File: config.mk
export PLATFORM = sky130hd
export DESIGN_NAME = uci_channel_irq
export DESIGN_NICKNAME = d
export VERILOG_FILES = /design/src/logic/uci_pkg.sv /design/src/logic/uci_channel_irq.sv
export VERILOG_INCLUDE_DIRS = /design/src /design/src/logic
export SDC_FILE = /design/constraint.sdc
export NUM_CORES = 1
export LEC_CHECK = 0
export BUFFER_PORTS_ARGS = -buffer_cell sky130_fd_sc_hd__clkbuf_2
export CAP_MARGIN = 20
export CORE_MARGIN = 1
export CORE_UTILIZATION = 40
export DETAILED_ROUTE_END_ITERATION = 7
export PLACE_DENSITY_LB_ADDON = 0.2
export SYNTH_ARGS = -nofsm -noshare
export SYNTH_HDL_FRONTEND = slang
export SYNTH_SLANG_ARGS = --single-unit
File: constraint.sdc
create_clock -name clock_i -period 2.9 [get_ports clock_i]
set_clock_uncertainty 0.1 [all_clocks]
set_input_delay 0.145 -clock clock_i [delete_from_list [all_inputs] [get_ports clock_i]]
set_output_delay 0.145 -clock clock_i [all_outputs]
set_load 0.05 [all_outputs]
File: src/logic/uci_defines.svh
// constants for the serial channel interrupt logic: register offsets, field positions, codes, timing
// assumes a byte-addressed register map reached over a 32-bit avalon-mm slave, one word per register
`ifndef UCI_DEFINES_SVH
`define UCI_DEFINES_SVH
`define UCI_OFS_SOURCE_ENABLE 4'h4
`define UCI_OFS_PENDING_SOURCE 4'h8
`define UCI_OFS_CHANNEL_CTRL 4'hC
`define UCI_OFS_CHANNEL_STATUS 4'h0
`define UCI_EN_RX 0
`define UCI_EN_TX 1
`define UCI_EN_LINE 2
`define UCI_EN_MODEM 3
`define UCI_CTL_DIV_LSB 0
`define UCI_CTL_DIV_MSB 15
`define UCI_CTL_BUFMODE 16
`define UCI_CTL_TWO_STOP 17
`define UCI_CTL_CHAR_BITS_LSB 20
`define UCI_CTL_CHAR_BITS_MSB 23
`define UCI_CODE_NONE 4'h1
`define UCI_CODE_LINE 4'h6
`define UCI_CODE_RX 4'h4
`define UCI_CODE_TIMEOUT 4'hC
`define UCI_CODE_TX 4'h2
`define UCI_CODE_MODEM 4'h0
`define UCI_FIFO_ON_BITS 2'h3
`define UCI_TIMEOUT_CHARS 3'h4
`define UCI_BAUD_OVERSAMPLE 5'h10
`define UCI_DIV_RESET 16'h0001
`define UCI_CHAR_BITS_RESET 4'hA
`define UCI_FIFO_DEPTH 5'h10
`endif

File: src/logic/uci_pkg.sv
// types for the serial channel interrupt logic
// assumes uci_defines.svh supplies the numeric constants
package uci_pkg;
	typedef enum logic [2:0] {
		uci_src_none,
		uci_src_line,
		uci_src_rx,
		uci_src_timeout,
		uci_src_tx,
		uci_src_modem
	} uci_source_type;
endpackage

File: src/logic/uci_channel_irq.sv
// interrupt generation and identification for one serial channel, with an avalon-mm register slave
// assumes fifo, line and modem events arrive as one-cycle pulses on clock_i from channel logic
//
// Added by the designer: the register offsets and register access over Avalon-MM.
`timescale 1ns/1ps
`include "uci_defines.svh"

module uci_channel_irq
	import uci_pkg::*;
#(
	parameter int FIFO_DEPTH = 16
) (
	input wire logic clock_i,
	input wire logic nrst_i,
	input wire logic [3:0] avs_address_i,
	input wire logic avs_read_i,
	input wire logic avs_write_i,
	input wire logic [31:0] avs_writedata_i,
	input wire logic [3:0] avs_byteenable_i,
	output logic [31:0] avs_readdata_o,
	output logic avs_waitrequest_o,
	input wire logic rx_char_push_i,
	input wire logic rx_buffer_read_i,
	input wire logic [4:0] rx_level_i,
	input wire logic [4:0] rx_trigger_i,
	input wire logic tx_holding_write_i,
	input wire logic tx_char_pop_i,
	input wire logic line_state_read_i,
	input wire logic line_error_i,
	input wire logic modem_delta_i,
	input wire logic modem_state_read_i,
	output logic fifo_clear_o,
	output logic tx_holding_empty_o,
	output logic channel_irq_o
);

	if (FIFO_DEPTH != 16) begin : g_depth_check
		$error("uci_channel_irq: fifo depth must be 16");
	end

	////////////////////////////////////////////////////////////////
	// register slave

	logic [3:0] source_enable_reg;
	logic [15:0] divisor_reg;
	logic buffer_mode_enable_reg;
	logic two_stop_reg;
	logic [3:0] char_bits_reg;
	logic ack_reg;
	logic [7:0] pending_source_next;
	logic id_read;
	logic wr_ctrl;
	logic wr_en;

	function automatic logic hit(input logic [3:0] a, input logic [3:0] ofs);
		return a == ofs;
	endfunction

	// one wait cycle per access; answer on the edge after ack_reg rises
	assign wr_en = avs_write_i && ack_reg && hit(avs_address_i, `UCI_OFS_SOURCE_ENABLE) && avs_byteenable_i[0];
	assign wr_ctrl = avs_write_i && ack_reg && hit(avs_address_i, `UCI_OFS_CHANNEL_CTRL);
	assign id_read = avs_read_i && ack_reg && hit(avs_address_i, `UCI_OFS_PENDING_SOURCE);

	always_ff @(posedge clock_i or negedge nrst_i) begin
		if (!nrst_i) begin
			ack_reg <= 1'b0;
			avs_waitrequest_o <= 1'b1;
		end else begin
			ack_reg <= (avs_read_i || avs_write_i) && !ack_reg;
			avs_waitrequest_o <= !((avs_read_i || avs_write_i) && !ack_reg);
		end
	end

	always_ff @(posedge clock_i or negedge nrst_i) begin
		if (!nrst_i) begin
			source_enable_reg <= 4'h0;
		end else if (wr_en) begin
			source_enable_reg <= avs_writedata_i[3:0];
		end
	end

	always_ff @(posedge clock_i or negedge nrst_i) begin
		if (!nrst_i) begin
			divisor_reg <= `UCI_DIV_RESET;
			buffer_mode_enable_reg <= 1'b0;
			two_stop_reg <= 1'b0;
			char_bits_reg <= `UCI_CHAR_BITS_RESET;
		end else if (wr_ctrl) begin
			if (avs_byteenable_i[0]) begin
				divisor_reg[7:0] <= avs_writedata_i[7:0];
			end
			if (avs_byteenable_i[1]) begin
				divisor_reg[15:8] <= avs_writedata_i[15:8];
			end
			if (avs_byteenable_i[2]) begin
				buffer_mode_enable_reg <= avs_writedata_i[`UCI_CTL_BUFMODE];
				two_stop_reg <= avs_writedata_i[`UCI_CTL_TWO_STOP];
				char_bits_reg <= avs_writedata_i[`UCI_CTL_CHAR_BITS_MSB:`UCI_CTL_CHAR_BITS_LSB];
			end
		end
	end

	logic mode_change;
	assign mode_change = wr_ctrl && avs_byteenable_i[2] &&
		(avs_writedata_i[`UCI_CTL_BUFMODE] != buffer_mode_enable_reg);

	always_ff @(posedge clock_i or negedge nrst_i) begin
		if (!nrst_i) begin
			fifo_clear_o <= 1'b0;
		end else begin
			fifo_clear_o <= mode_change;
		end
	end

	////////////////////////////////////////////////////////////////
	// character time base

	logic [15:0] div_cnt_reg;
	logic [3:0] os_cnt_reg;
	logic [3:0] bit_cnt_reg;
	logic bit_tick;
	logic char_tick;
	logic [3:0] char_len;

	// two stop bits lengthen each character time by one bit
	assign char_len = char_bits_reg + {3'h0, two_stop_reg};
	assign bit_tick = (div_cnt_reg == 16'h0001 || divisor_reg <= 16'h0001) && os_cnt_reg == 4'hF;
	assign char_tick = bit_tick && (bit_cnt_reg >= char_len - 4'h1);

	// reference clock divided by divisor, then by 16 per bit
	always_ff @(posedge clock_i or negedge nrst_i) begin
		if (!nrst_i) begin
			div_cnt_reg <= `UCI_DIV_RESET;
			os_cnt_reg <= 4'h0;
			bit_cnt_reg <= 4'h0;
		end else if (div_cnt_reg <= 16'h0001) begin
			div_cnt_reg <= divisor_reg;
			os_cnt_reg <= os_cnt_reg + 4'h1;
			if (bit_tick) begin
				bit_cnt_reg <= char_tick ? 4'h0 : bit_cnt_reg + 4'h1;
			end
		end else begin
			div_cnt_reg <= div_cnt_reg - 16'h0001;
		end
	end

	////////////////////////////////////////////////////////////////
	// receive time-out

	logic [2:0] to_cnt_reg;
	logic timeout_pend_reg;
	logic [7:0] to_sub_reg;
	logic os_tick;
	logic to_restart;
	logic to_char_tick;

	// counted from the restart in sixteenths of a bit, so the free bit phase cannot shorten the wait
	assign os_tick = div_cnt_reg <= 16'h0001;
	assign to_char_tick = os_tick && to_sub_reg == {char_len - 4'h1, 4'hF};
	assign to_restart = rx_buffer_read_i || mode_change ||
		(rx_char_push_i && !timeout_pend_reg) || rx_level_i == 5'h00;

	always_ff @(posedge clock_i or negedge nrst_i) begin
		if (!nrst_i) begin
			to_cnt_reg <= 3'h0;
			to_sub_reg <= 8'h00;
		end else if (to_restart) begin
			to_cnt_reg <= 3'h0;
			to_sub_reg <= 8'h00;
		end else if (os_tick && to_cnt_reg < `UCI_TIMEOUT_CHARS) begin
			to_sub_reg <= to_char_tick ? 8'h00 : to_sub_reg + 8'h01;
			if (to_char_tick) begin
				to_cnt_reg <= to_cnt_reg + 3'h1;
			end
		end
	end

	always_ff @(posedge clock_i or negedge nrst_i) begin
		if (!nrst_i) begin
			timeout_pend_reg <= 1'b0;
		end else if (rx_buffer_read_i || !buffer_mode_enable_reg) begin
			timeout_pend_reg <= 1'b0;
		end else if (to_cnt_reg == `UCI_TIMEOUT_CHARS && rx_level_i != 5'h00 &&
			source_enable_reg[`UCI_EN_RX]) begin
			timeout_pend_reg <= 1'b1;
		end
	end

	////////////////////////////////////////////////////////////////
	// transmit empty

	logic [4:0] tx_level_reg;
	logic two_held_reg;
	logic first_after_mode_reg;
	logic [3:0] tx_delay_reg;
	logic tx_delaying_reg;
	logic tx_pend_reg;
	logic tx_going_empty;

	// processor writes are never refused; level saturates at depth
	always_ff @(posedge clock_i or negedge nrst_i) begin
		if (!nrst_i) begin
			tx_level_reg <= 5'h00;
		end else if (mode_change) begin
			tx_level_reg <= 5'h00;
		end else if (tx_holding_write_i && !tx_char_pop_i && tx_level_reg < `UCI_FIFO_DEPTH) begin
			tx_level_reg <= tx_level_reg + 5'h01;
		end else if (tx_char_pop_i && !tx_holding_write_i && tx_level_reg != 5'h00) begin
			tx_level_reg <= tx_level_reg - 5'h01;
		end
	end

	assign tx_going_empty = tx_char_pop_i && !tx_holding_write_i && tx_level_reg == 5'h01;

	always_ff @(posedge clock_i or negedge nrst_i) begin
		if (!nrst_i) begin
			two_held_reg <= 1'b0;
		end else if (tx_going_empty || mode_change) begin
			two_held_reg <= 1'b0;
		end else if (tx_level_reg >= 5'h02) begin
			two_held_reg <= 1'b1;
		end
	end

	always_ff @(posedge clock_i or negedge nrst_i) begin
		if (!nrst_i) begin
			first_after_mode_reg <= 1'b1;
		end else if (mode_change) begin
			first_after_mode_reg <= 1'b1;
		end else if ((tx_going_empty || tx_empty_rise) && source_enable_reg[`UCI_EN_TX]) begin
			first_after_mode_reg <= 1'b0;
		end
	end

	// delay counted in bits: character length less the final stop bit
	always_ff @(posedge clock_i or negedge nrst_i) begin
		if (!nrst_i) begin
			tx_delaying_reg <= 1'b0;
			tx_delay_reg <= 4'h0;
		end else if (tx_holding_write_i || mode_change) begin
			tx_delaying_reg <= 1'b0;
		end else if (tx_going_empty && buffer_mode_enable_reg && !two_held_reg && !first_after_mode_reg) begin
			tx_delaying_reg <= 1'b1;
			tx_delay_reg <= char_len - 4'h1;
		end else if (tx_delaying_reg && bit_tick) begin
			if (tx_delay_reg <= 4'h1) begin
				tx_delaying_reg <= 1'b0;
			end
			tx_delay_reg <= tx_delay_reg - 4'h1;
		end
	end

	always_ff @(posedge clock_i or negedge nrst_i) begin
		if (!nrst_i) begin
			tx_holding_empty_o <= 1'b1;
		end else if (tx_holding_write_i) begin
			tx_holding_empty_o <= 1'b0;
		end else if (mode_change) begin
			tx_holding_empty_o <= 1'b1;
		end else if (tx_going_empty && !(buffer_mode_enable_reg && !two_held_reg && !first_after_mode_reg)) begin
			tx_holding_empty_o <= 1'b1;
		end else if (tx_delaying_reg && bit_tick && tx_delay_reg <= 4'h1) begin
			tx_holding_empty_o <= 1'b1;
		end
	end

	logic tx_empty_rise;
	logic tx_empty_d_reg;
	logic tx_en_d_reg;

	always_ff @(posedge clock_i or negedge nrst_i) begin
		if (!nrst_i) begin
			tx_empty_d_reg <= 1'b1;
			tx_en_d_reg <= 1'b0;
		end else begin
			tx_empty_d_reg <= tx_holding_empty_o;
			tx_en_d_reg <= source_enable_reg[`UCI_EN_TX];
		end
	end

	// enabling while already empty also raises the source
	assign tx_empty_rise = tx_holding_empty_o &&
		(!tx_empty_d_reg || (source_enable_reg[`UCI_EN_TX] && !tx_en_d_reg));

	// set wins over clear in the same cycle
	always_ff @(posedge clock_i or negedge nrst_i) begin
		if (!nrst_i) begin
			tx_pend_reg <= 1'b0;
		end else if (tx_empty_rise && source_enable_reg[`UCI_EN_TX]) begin
			tx_pend_reg <= 1'b1;
		end else if (tx_holding_write_i || !source_enable_reg[`UCI_EN_TX] ||
			(id_read && avs_readdata_o[3:0] == `UCI_CODE_TX)) begin
			tx_pend_reg <= 1'b0;
		end
	end

	////////////////////////////////////////////////////////////////
	// line and modem sources

	logic line_pend_reg;
	logic modem_pend_reg;

	always_ff @(posedge clock_i or negedge nrst_i) begin
		if (!nrst_i) begin
			line_pend_reg <= 1'b0;
		end else if (line_error_i) begin
			line_pend_reg <= 1'b1;
		end else if (line_state_read_i) begin
			line_pend_reg <= 1'b0;
		end
	end

	always_ff @(posedge clock_i or negedge nrst_i) begin
		if (!nrst_i) begin
			modem_pend_reg <= 1'b0;
		end else if (modem_delta_i) begin
			modem_pend_reg <= 1'b1;
		end else if (modem_state_read_i) begin
			modem_pend_reg <= 1'b0;
		end
	end

	////////////////////////////////////////////////////////////////
	// priority and identification

	logic rx_avail;
	uci_source_type source;

	// receive level reaches trigger in buffer mode, or any character otherwise
	assign rx_avail = buffer_mode_enable_reg ? (rx_level_i >= rx_trigger_i && rx_level_i != 5'h00) :
		(rx_level_i != 5'h00);

	always_comb begin
		source = uci_src_none;
		if (line_pend_reg && source_enable_reg[`UCI_EN_LINE]) begin
			source = uci_src_line;
		end else if (rx_avail && source_enable_reg[`UCI_EN_RX]) begin
			source = uci_src_rx;
		end else if (timeout_pend_reg && source_enable_reg[`UCI_EN_RX]) begin
			source = uci_src_timeout;
		end else if (tx_pend_reg && source_enable_reg[`UCI_EN_TX]) begin
			source = uci_src_tx;
		end else if (modem_pend_reg && source_enable_reg[`UCI_EN_MODEM]) begin
			source = uci_src_modem;
		end
	end

	always_comb begin
		pending_source_next = 8'h00;
		case (source)
			uci_src_line: pending_source_next[3:0] = `UCI_CODE_LINE;
			uci_src_rx: pending_source_next[3:0] = `UCI_CODE_RX;
			uci_src_timeout: pending_source_next[3:0] = buffer_mode_enable_reg ? `UCI_CODE_TIMEOUT :
				`UCI_CODE_RX;
			uci_src_tx: pending_source_next[3:0] = `UCI_CODE_TX;
			uci_src_modem: pending_source_next[3:0] = `UCI_CODE_MODEM;
			default: pending_source_next[3:0] = `UCI_CODE_NONE;
		endcase
		if (buffer_mode_enable_reg) begin
			pending_source_next[7:6] = `UCI_FIFO_ON_BITS;
		end
	end

	always_ff @(posedge clock_i or negedge nrst_i) begin
		if (!nrst_i) begin
			channel_irq_o <= 1'b0;
		end else begin
			channel_irq_o <= source != uci_src_none;
		end
	end

	always_ff @(posedge clock_i or negedge nrst_i) begin
		if (!nrst_i) begin
			avs_readdata_o <= 32'h0000_0000;
		end else if (avs_read_i && !ack_reg) begin
			case (avs_address_i)
				`UCI_OFS_SOURCE_ENABLE: avs_readdata_o <= {28'h0000000, source_enable_reg};
				`UCI_OFS_PENDING_SOURCE: avs_readdata_o <= {24'h000000, pending_source_next};
				`UCI_OFS_CHANNEL_CTRL: avs_readdata_o <= {8'h00, char_bits_reg, 2'h0, two_stop_reg,
					buffer_mode_enable_reg, divisor_reg};
				`UCI_OFS_CHANNEL_STATUS: avs_readdata_o <= {19'h00000, tx_level_reg, tx_holding_empty_o,
					line_pend_reg, modem_pend_reg, timeout_pend_reg, tx_pend_reg, to_cnt_reg};
				default: avs_readdata_o <= 32'h0000_0000;
			endcase
		end
	end

endmodule

# --- After elaboration in Yosys (flattened, before gate mapping) ---
# Index checks and enable logic that the tools add are counted.
totals:
  mem_bits_rw: 0
  latch_bits: 0
  inputBits: 62
  regBits: 112
  output_inout_bits: 36
  mem_bits_ro: 0
  memories: 0
  elab_cells: 189
classes:
  n_mux: 42
  shifts: 0
  n_mul: 0
  eq_ne: 15
  bitwise_logic: 1
  n_lt_le_gt_ge: 7
  n_reduce_logical: 88
  div_mod_pow: 0
  add_sub_neg: 9
op_table:
  columns: ["cell", "count"]
  rows:
  - ["24-bit case mux with 4 select lines", 1]
  - ["1-bit logical AND", 40]
  - ["16-bit by 1-bit <= comparator with 1-bit output, second input constant", 2]
  - ["3-bit two-way mux", 8]
  - ["8-bit two-way mux", 3]
  - ["1-bit two-way mux", 21]
  - ["4-bit case mux with 5 select lines", 1]
  - ["2-bit nonzero test", 9]
  - ["16-bit by 1-bit == test with 1-bit output, second input constant", 1]
  - ["16-bit two-way mux", 1]
  - ["16-bit by 1-bit subtractor with 16-bit output, second input constant", 1]
  - ["5-bit two-way mux", 3]
  - ["4-bit == test, second input constant", 3]
  - ["1-bit logical NOT", 12]
  - ["1-bit logical OR", 12]
  - ["4-bit two-way mux", 3]
  - ["2-bit AND reduction", 6]
  - ["3-bit nonzero test", 4]
  - ["5-bit nonzero test", 2]
  - ["3-bit == test, second input constant", 3]
  - ["8-bit by 1-bit adder with 8-bit output, second input constant", 1]
  - ["8-bit == test", 1]
  - ["4-bit by 1-bit subtractor with 4-bit output, second input constant", 2]
  - ["3-bit by 2-bit == test with 1-bit output, second input constant", 2]
  - ["other kinds (20)", 20]

# --- Logic depth before layout (Yosys ltp) ---
# Gate-level depths: netlist (run 1).
logic_depth:
  ltp_word: 9
  ltp_mapped: 9
  ltp_nobuf: 9

# --- Least setup slack after synthesis (run 1) ---
# Ideal clock, no wire load.
synth_path:
  path_type: "flip-flop to flip-flop"
  start: "register div_cnt_reg[0]"
  end: "register div_cnt_reg[3]"
  setup_ps: 143
  t_arrival_ps: 1777
  n_path_buf: 2
  path_stages_with_launch: 8
  setup_slack_ps: 880
  period_less_slack_ps: 2020
  path_cell_list: "dfstp_2 inv_1 ha_1 nor2_1 or2_1 clkbuf_1 buf_1 a31oi_1"
synth_via:
  elab_chain_cells: 2
  word_cells_on_any_way: 3
  cone_classes: "add/sub (1); order compare (1); mux (1)"
synth_rtl:
  columns: ["element", "line_no", "source"]
  rows:
  - ["from (decl)", "uci_channel_irq.sv:118", "logic [15:0] div_cnt_reg;"]
  - ["from (signal assigned)", "uci_channel_irq.sv:133", "div_cnt_reg <= `UCI_DIV_RESET;"]
  - ["from (signal assigned)", "uci_channel_irq.sv:137", "div_cnt_reg <= divisor_reg;"]
  - ["from (signal assigned)", "uci_channel_irq.sv:143", "div_cnt_reg <= div_cnt_reg - 16'h0001;"]
  - ["16-bit by 1-bit subtractor with 16-bit output or 16-bit by 1-bit <= comparator with 1-bit output (tied branches)", "uci_channel_irq.sv:143, uci_channel_irq.sv:136", null]
  - ["16-bit two-way mux (*)", "uci_channel_irq.sv:136", "end else if (div_cnt_reg <= 16'h0001) begin"]
# Every way passes the cells marked *; elsewhere a longest branch is shown, timed or not.
# A chain may end at the register's enable or synchronous reset.

# --- Final worst setup path (run 1) ---
layout_path:
  start: "register div_cnt_reg[6]"
  end: "register to_sub_reg[0]"
layout_via:
  elab_chain_cells: 5
  word_cells_on_any_way: 7
  cone_classes: "order compare (1); mux (3); reduce/logical (3)"
layout_rtl:
  columns: ["element", "line_no", "source"]
  rows:
  - ["16-bit by 1-bit <= comparator with 1-bit output (*)", "uci_channel_irq.sv:158", "assign os_tick = div_cnt_reg <= 16'h0001;"]
  - ["1-bit logical AND", "uci_channel_irq.sv:159", "assign to_char_tick = os_tick && to_sub_reg == {char_len - 4'h1, 4'hF};"]
  - ["8-bit two-way mux", "uci_channel_irq.sv:171", "to_sub_reg <= to_char_tick ? 8'h00 : to_sub_reg + 8'h01;"]
  - ["8-bit two-way mux", "uci_channel_irq.sv:170", "end else if (os_tick && to_cnt_reg < `UCI_TIMEOUT_CHARS) begin"]
  - ["8-bit two-way mux", "uci_channel_irq.sv:167", "end else if (to_restart) begin"]
  - ["to (signal assigned)", "uci_channel_irq.sv:171", null]
  - ["to (decl)", "uci_channel_irq.sv:152", "logic [7:0] to_sub_reg;"]
# Every way passes the cells marked *; elsewhere a longest branch is shown, timed or not. The select of a mux whose other input is x is not followed.

==> run_results.csv, run 1 <==
group,metric,value,unit
min_path,hold_end,"avs_waitrequest_o",
die,num_io_pins,98,
die,die_area,13800,um2
run,maxCapViolations,0,
clock_network,htree_levels,3,
die,die_y,117,um
synthesis,yosys_most_used_dff,"dfrtp_1",
global_routing,grt.total_usage,19.3,%
sta,slew_viol_final,0,
setup_path,r2r_cells,5,
route,wire_per_inst,15.3,um
die,coreArea,12800,um2
pwr,ir_worst_vdd,326,uV
min_path,hold_class,"primary input to register",
global_routing,antenna_found_initial,0,
clock_network,cts.sinks,102,
pwr,power.static_leakage,3.01,nW
global_routing,grt_remaining_overflow,0,
setup_path,end_kind,"register",
route,initialDrtViolationCount,236,
layout,syn_to_final_growth,22.3,%
layout,multiInputGateArea,2540,um2
min_path,holdPathStages,3,
synthesis,synth_edf_count,0,
synthesis,yosysWarnings,0,
outcome,status,"finished clean",
layout,nNetsFinal,723,
layout,antennaDiodeCount,0,
route,num_vias,4190,
route,drtAntennaViolNets,0,
synthesis,ys_async_sr_fraction,100,%
placement,gp_congestion,0.851,
synthesis,yosysUniqueCellTypes,63,
setup_path,start_kind,"register",
setup_path,r2r_end,"to_sub_reg[0]",
placement,hpwl,9.16,mm
setup_path,crit_required,3080,ps
synthesis,syn_area_per_cell,9.97,um2
layout,final_cells,819,
route,drt_pass1_iterations,4,
setup_path,critical_path_class,"register to register",
route,viasPerCell,5.12,
global_routing,grt_max_degree,84,
sta,finalWorstPathRequiredPeriod,2310,ps
layout,seq_area,2560,um2
synthesis,synthCells,534,
global_routing,first_global_vias,4166,
global_routing,grt_pass1_wl,21.0,mm
route,drt-total-wl,12.5,mm
clock_network,cts_tree,"done",
synthesis,synth_seq_cells,102,
clock_network,cts_resized,0,
clock_network,path_clk_slew,70,ps
layout,drive_gt1_share,23.6,%
sta,finalSetupViolCount,0,
layout,largest_register_ffs,22,
synthesis,ys_seq_area_share,48.1,%
die,rows,41,
sta,grt_setup_unrepaired,"no",
setup_path,critPathMaxFanout,18,
sta,max_freq,433,MHz
sta,tightest_slew,791,ps
sta,whs,52.0,ps
sta,slew_headroom,47.1,%
setup_path,cp.arrival,2490,ps
clock_network,clock_latency,350,ps
min_path,hp-start,"avs_read_i",
clock_network,cts-root-buf,"clkbuf_16",
synthesis,synth_area,5330,um2
sta,period_share,79.7,%
clock_network,cts.path.max_buffers,2,
sta,finalSetupTns,0,ps
clock_network,cts_made_buffers,9,
die,die_w,117,um
sta,hold_viol,0,
setup_path,rrSetupSlack,590,ps
pwr,cellPowerDensity,647,nW/um2
layout,fillCellCount,1216,
placement,io_buffers,76,
setup_path,regToRegStartpoint,"div_cnt_reg[6]",
die,initial_core_util,41.5,%
placement,dp.cells,773,
route,drc,0,
==> final cells by class <==
type	instances	share of cell area (%)
Sequential cell	102	39.3
Inverter	26	1.50
Multi-Input combinational cell	387	39.1
Clock buffer	13	3.84
Clock inverter	3	1.04
Tap cell	172	3.30
Timing Repair Buffer	116	11.9
==> kinds of logic (layout without fill, tap and decap cells) <==
group                    Yosys count  in the layout  synth area share, %
multiplexers                      30             30                 6.27
XOR/XNOR                          31             31                 5.50
buffers and inverters             54            158                 4.75
AO/OA/AOI/OAI                    109            109                 12.6
other                              1             10               0.0704
adder cells (fa/ha/maj)           19             19                 4.46
flip-flops                       102            102                 48.1
AND/OR/NAND/NOR                  188            188                 18.2
==> worst max path at each step <==
stage	end	depth (start not counted)	slack (ps)	startpoint
after global routing	to_sub_reg[0]	5	370	div_cnt_reg[6]
final	to_sub_reg[0]	5	590	div_cnt_reg[6]
after floorplan	div_cnt_reg[3]	7	880	div_cnt_reg[0]
after detailed placement	to_sub_reg[0]	5	590	div_cnt_reg[6]
after CTS	to_sub_reg[0]	5	570	div_cnt_reg[6]
after global placement	to_sub_reg[0]	5	620	div_cnt_reg[6]
==> power breakdown <==
group	total [mW]	leakage (nW)	switching (mW)	internal, mW
clock	1.30	0.150	0.522	0.781
combinational	0.922	1.56	0.498	0.425
sequential	1.99	1.30	0.317	1.67
total	4.22	3.01	1.34	2.88
==> per-layer routing <==
| metal | vias to the layer above | GRT usage (%) | part of all wire, % |
|---|---|---|---|
| met2 | 91 | 29.9 | 46 |
| met3 | 20 | 2.77 | 3.6 |
| li1 | 2068 | - | - |
| met1 | 2011 | 26.6 | 48 |
| met5 | - | 0 | 0 |
| met4 | 0 | 9.01 | 2.2 |
==> cell usage after synthesis (4+ instances only) <==
cell type,n,share of area [%]
nand2_1,50,3.5
nor3_1,15,1.4
nand2b_1,4,0.47
a211oi_1,4,0.56
dfstp_2,8,3.9
o21ai_0,27,2.5
a21oi_1,27,2.5
mux2_2,27,5.7
xnor2_1,19,3.1
nand3_1,13,1.2
a31oi_1,8,0.94
clkbuf_1,13,0.92
nand4_1,8,0.94
a22oi_1,13,1.8
xor2_1,10,1.6
dfrtp_1,94,44
nor4_1,4,0.47
a21o_1,4,0.56
o31ai_1,4,0.56
nor2_1,57,4.0
inv_1,25,1.8
nor2b_1,4,0.47
nor3b_1,5,0.70
ha_1,19,4.5
o21ai_1,6,0.56
buf_4,11,1.6
==> layout by cell type, fill, tap and decap left out, types with 3 or more instances in the layout <==
cell,synthesis,routed
clkbuf_2,0,75
nand3_1,13,13
xor2_1,10,10
nor3b_1,5,5
nand2b_1,4,4
ha_1,19,19
o31ai_1,4,4
nor3_2,3,3
dfrtp_1,94,94
a21o_1,4,4
clkbuf_16,0,9
a31oi_1,8,8
nand4_1,8,8
o21ai_0,27,27
conb_1,1,10
dfstp_2,8,8
nor4_1,4,4
o21ai_1,6,6
nor2_1,57,57
mux2_2,27,27
nand2_1,50,50
inv_1,25,25
xnor2_1,19,19
a21oi_1,27,27
clkbuf_1,13,3
and3_1,3,3
a22oi_1,13,13
buf_4,11,11
dlygate4sd3_1,0,29
mux2i_1,3,3
a211oi_1,4,4
nor3_1,15,15
nor2b_1,4,4
==> metrics by stage <==
| stage | total power [mW] | area, um2 | setup WS, ps | utilization (%) |
|---|---|---|---|---|
| floorplan | 2.60 | 5360 | 880 | - |
| global placement | 2.87 | 5880 | 616 | 45.8 |
| detailed placement | 2.90 | 5880 | 590 | 45.8 |
| CTS | 4.24 | 6480 | 567 | 50.6 |
| global route | 4.44 | 6510 | 370 | 50.8 |
| finish | 4.22 | 6510 | 588 | 50.8 |
==> timing repair <==
| item | 4_1_cts | 5_1_grt |
|---|---|---|
| hold buffers | 29 | 0 |
| buffers inserted | 0 | 0 |
| setup endpoints to repair | 0 | 0 |
| endpoints found under the hold margin | 104 | 0 |
==> worst max-delay path, stage by stage, from the launching register on <==
cell	delay, ps
dfrtp_1	430
nor4_4	360
nand4_1	190
or2_1	470
or4_1	550
a21oi_1	150
Note: power is estimated with default switching activity, not from simulation.
==> inputs of run 2 (changes only) <==
==> constraint.sdc (replaced) <==
create_clock -name clock_i -period 2.1 [get_ports clock_i]
set_clock_uncertainty 0.1 [all_clocks]
set_input_delay 0.105 -clock clock_i [delete_from_list [all_inputs] [get_ports clock_i]]
set_output_delay 0.105 -clock clock_i [all_outputs]
set_load 0.05 [all_outputs]
==> run 2 against run 1 <==
- the run now ends with setup timing left
- final area increased by 6.6%
- total power increased by 41%
- global-route usage grew 1.4 points
- via count up 6.8%
- die area stayed put
- combinational power rose by 77%
- hold slack worse by 4.9 ps
- core utilization rose by 3.4 points
- sequential cell count stayed put
- cell count is 4.8% higher
- clock power increased by 21%
- wire length is 10% higher
- largest power group unchanged
- highest routed layer unchanged
==> run_results.csv, run 2 (synthesis gave the netlist of run 1 again) <==
group,metric,value,unit
setup_path,r2r_cells,8,
placement,hpwl,9.68,mm
layout,final_cell_mix,"dfrtp_1 (93), clkbuf_2 (75), nor2_1 (56)",
min_path,hold_class,"primary input to register",
layout,nNetsFinal,764,
placement,io_buffers,76,
pwr,ir_worst_vdd,542,uV
global_routing,grt_max_degree,71,
placement,gp_congestion,0.836,
placement,dp.cells,802,
global_routing,grt.total_usage,20.7,%
layout,largest_register_ffs,22,
die,coreArea,12800,um2
sta,setup_ws,-24.1,ps
sta,max_freq,471,MHz
setup_path,r2r_end,"to_sub_reg[6]",
sta,whs,47.1,ps
pwr,p_int,4.00,mW
global_routing,grt_pass1_wl,22.3,mm
pwr,switching_share,32.6,%
sta,slew_viol_final,0,
sta,finalWorstPathRequiredPeriod,2120,ps
pwr,power_frac_clock,26.4,%
sta,period_share,101,%
route,viasPerCell,5.22,
setup_path,end_kind,"register",
outcome,violations,"setup timing",
clock_network,clock_latency,350,ps
layout,multiInputGateArea,2680,um2
pwr,cellPowerDensity,855,nW/um2
route,drt-total-wl,13.8,mm
layout,antennaDiodeCount,0,
route,drtAntennaViolNets,0,
setup_path,critPathMaxFanout,5,
pwr,power_switching,1.94,mW
setup_path,rrSetupSlack,-20,ps
setup_path,regToRegStartpoint,"div_cnt_reg[11]",
route,drt_pass1_iterations,4,
clock_network,htree_levels,3,
sta,hold_viol,0,
die,rows,41,
route,wire_per_inst,16.1,um
clock_network,cts.path.max_buffers,2,
clock_network,cts_made_buffers,9,
setup_path,crit_required,2240,ps
setup_path,crit_path_end,"to_sub_reg[6]",
setup_path,cp.arrival,2260,ps
clock_network,cts-root-buf,"clkbuf_16",
pwr,p_total,5.94,mW
clock_network,cts.sinks,102,
outcome,status,"complete, but fails checks",
die,die_area,13800,um2
layout,final_cells,858,
setup_path,critical_path_class,"register to register",
run,maxCapViolations,0,
clock_network,cts_tree,"done",
layout,fillCellCount,1205,
sta,finalSetupViolCount,3,
global_routing,grt_remaining_overflow,0,
layout,syn_to_final_growth,30.4,%
layout,drive_gt1_share,30.9,%
route,num_vias,4476,
global_routing,first_global_vias,4512,
pwr,comb_power_share,27.5,%
layout,final_common_cell,"dfrtp_1",
route,drc,0,
global_routing,antenna_found_initial,0,
route,initialDrtViolationCount,253,
sta,grt_setup_unrepaired,"yes",
pwr,seq_power_share,46.1,%
min_path,holdPathStages,3,
die,num_io_pins,98,
setup_path,crit_start,"div_cnt_reg[11]",
placement,place_ws,-55.7,ps
die,initial_core_util,41.5,%
die,die_y,117,um
layout,seq_area,2560,um2
clock_network,path_clk_slew,60,ps
pwr,power.static_leakage,3.24,nW
die,die_w,117,um
setup_path,start_kind,"register",
## run 2: how the worst min path moves through the flow
| stage | end | from | slack (ps) |
|---|---|---|---|
| 2_1_floorplan | ack_reg | nrst_i | -290 |
| 3_3_place_gp | avs_readdata_o[5] | nrst_i | -20 |
| 3_5_place_dp | avs_readdata_o[5] | nrst_i | -20 |
| 4_1_cts | avs_waitrequest_o | avs_write_i | 20 |
| 5_1_grt | avs_waitrequest_o | avs_write_i | 80 |
| 6_report | avs_waitrequest_o | avs_write_i | 50 |
## run 2: cell type report
type                            instances  area share (%)
Tap cell                              172            3.10
Inverter                               26            1.41
Sequential cell                       102            36.9
Clock buffer                           13            3.89
Timing Repair Buffer                  157            16.0
Multi-Input combinational cell        387            38.6
Clock inverter                          1          0.0721
## run 2: metrics by stage
step | util, % | cell area (um2) | TNS, ps
floorplan | - | 5360 | 0
global placement | 47.7 | 6120 | 0
detailed placement | 47.7 | 6120 | -107
CTS | 52.5 | 6730 | -43.0
global route | 54.1 | 6940 | -851
finish | 54.1 | 6940 | -36.0
## run 2: what timing repair did
item / CTS / global route
hold buffers: 30 / 0
endpoints found under the setup margin: 5 / 16
gates cloned: 0 / 1
buffers inserted: 0 / 11
pin swaps: 1 / 18
endpoints found under the hold margin: 64 / 0
resized for setup: 5 / 24
## run 2: worst max-delay path: stages (launching register included)
cell     delay [ps]
dfrtp_2         430
nor4_4          340
nand4_1         230
buf_4           200
nor3_2           90
buf_4           160
o21ai_1         100
o21a_1          180
o21ba_1         180
## run 2: power by group through the flow
stage | Clock [mW] | Sequential (mW) | Combinational, mW
floorplan | 0 | 2.71 | 0.883
global placement | 0 | 2.71 | 1.40
detailed placement | 0 | 2.73 | 1.45
CTS | 1.61 | 2.71 | 1.52
global route | 1.68 | 2.78 | 1.79
finish | 1.57 | 2.73 | 1.63
## run 2: metal layers
metal | GRT usage (%) | vias to the layer above | part of all wire (%)
li1 | - | 2145 | -
met1 | 26.8 | 2179 | 44
met2 | 34.1 | 129 | 49
met3 | 2.68 | 23 | 4.6
met4 | 10.5 | 0 | 2.6
met5 | 0 | - | 0
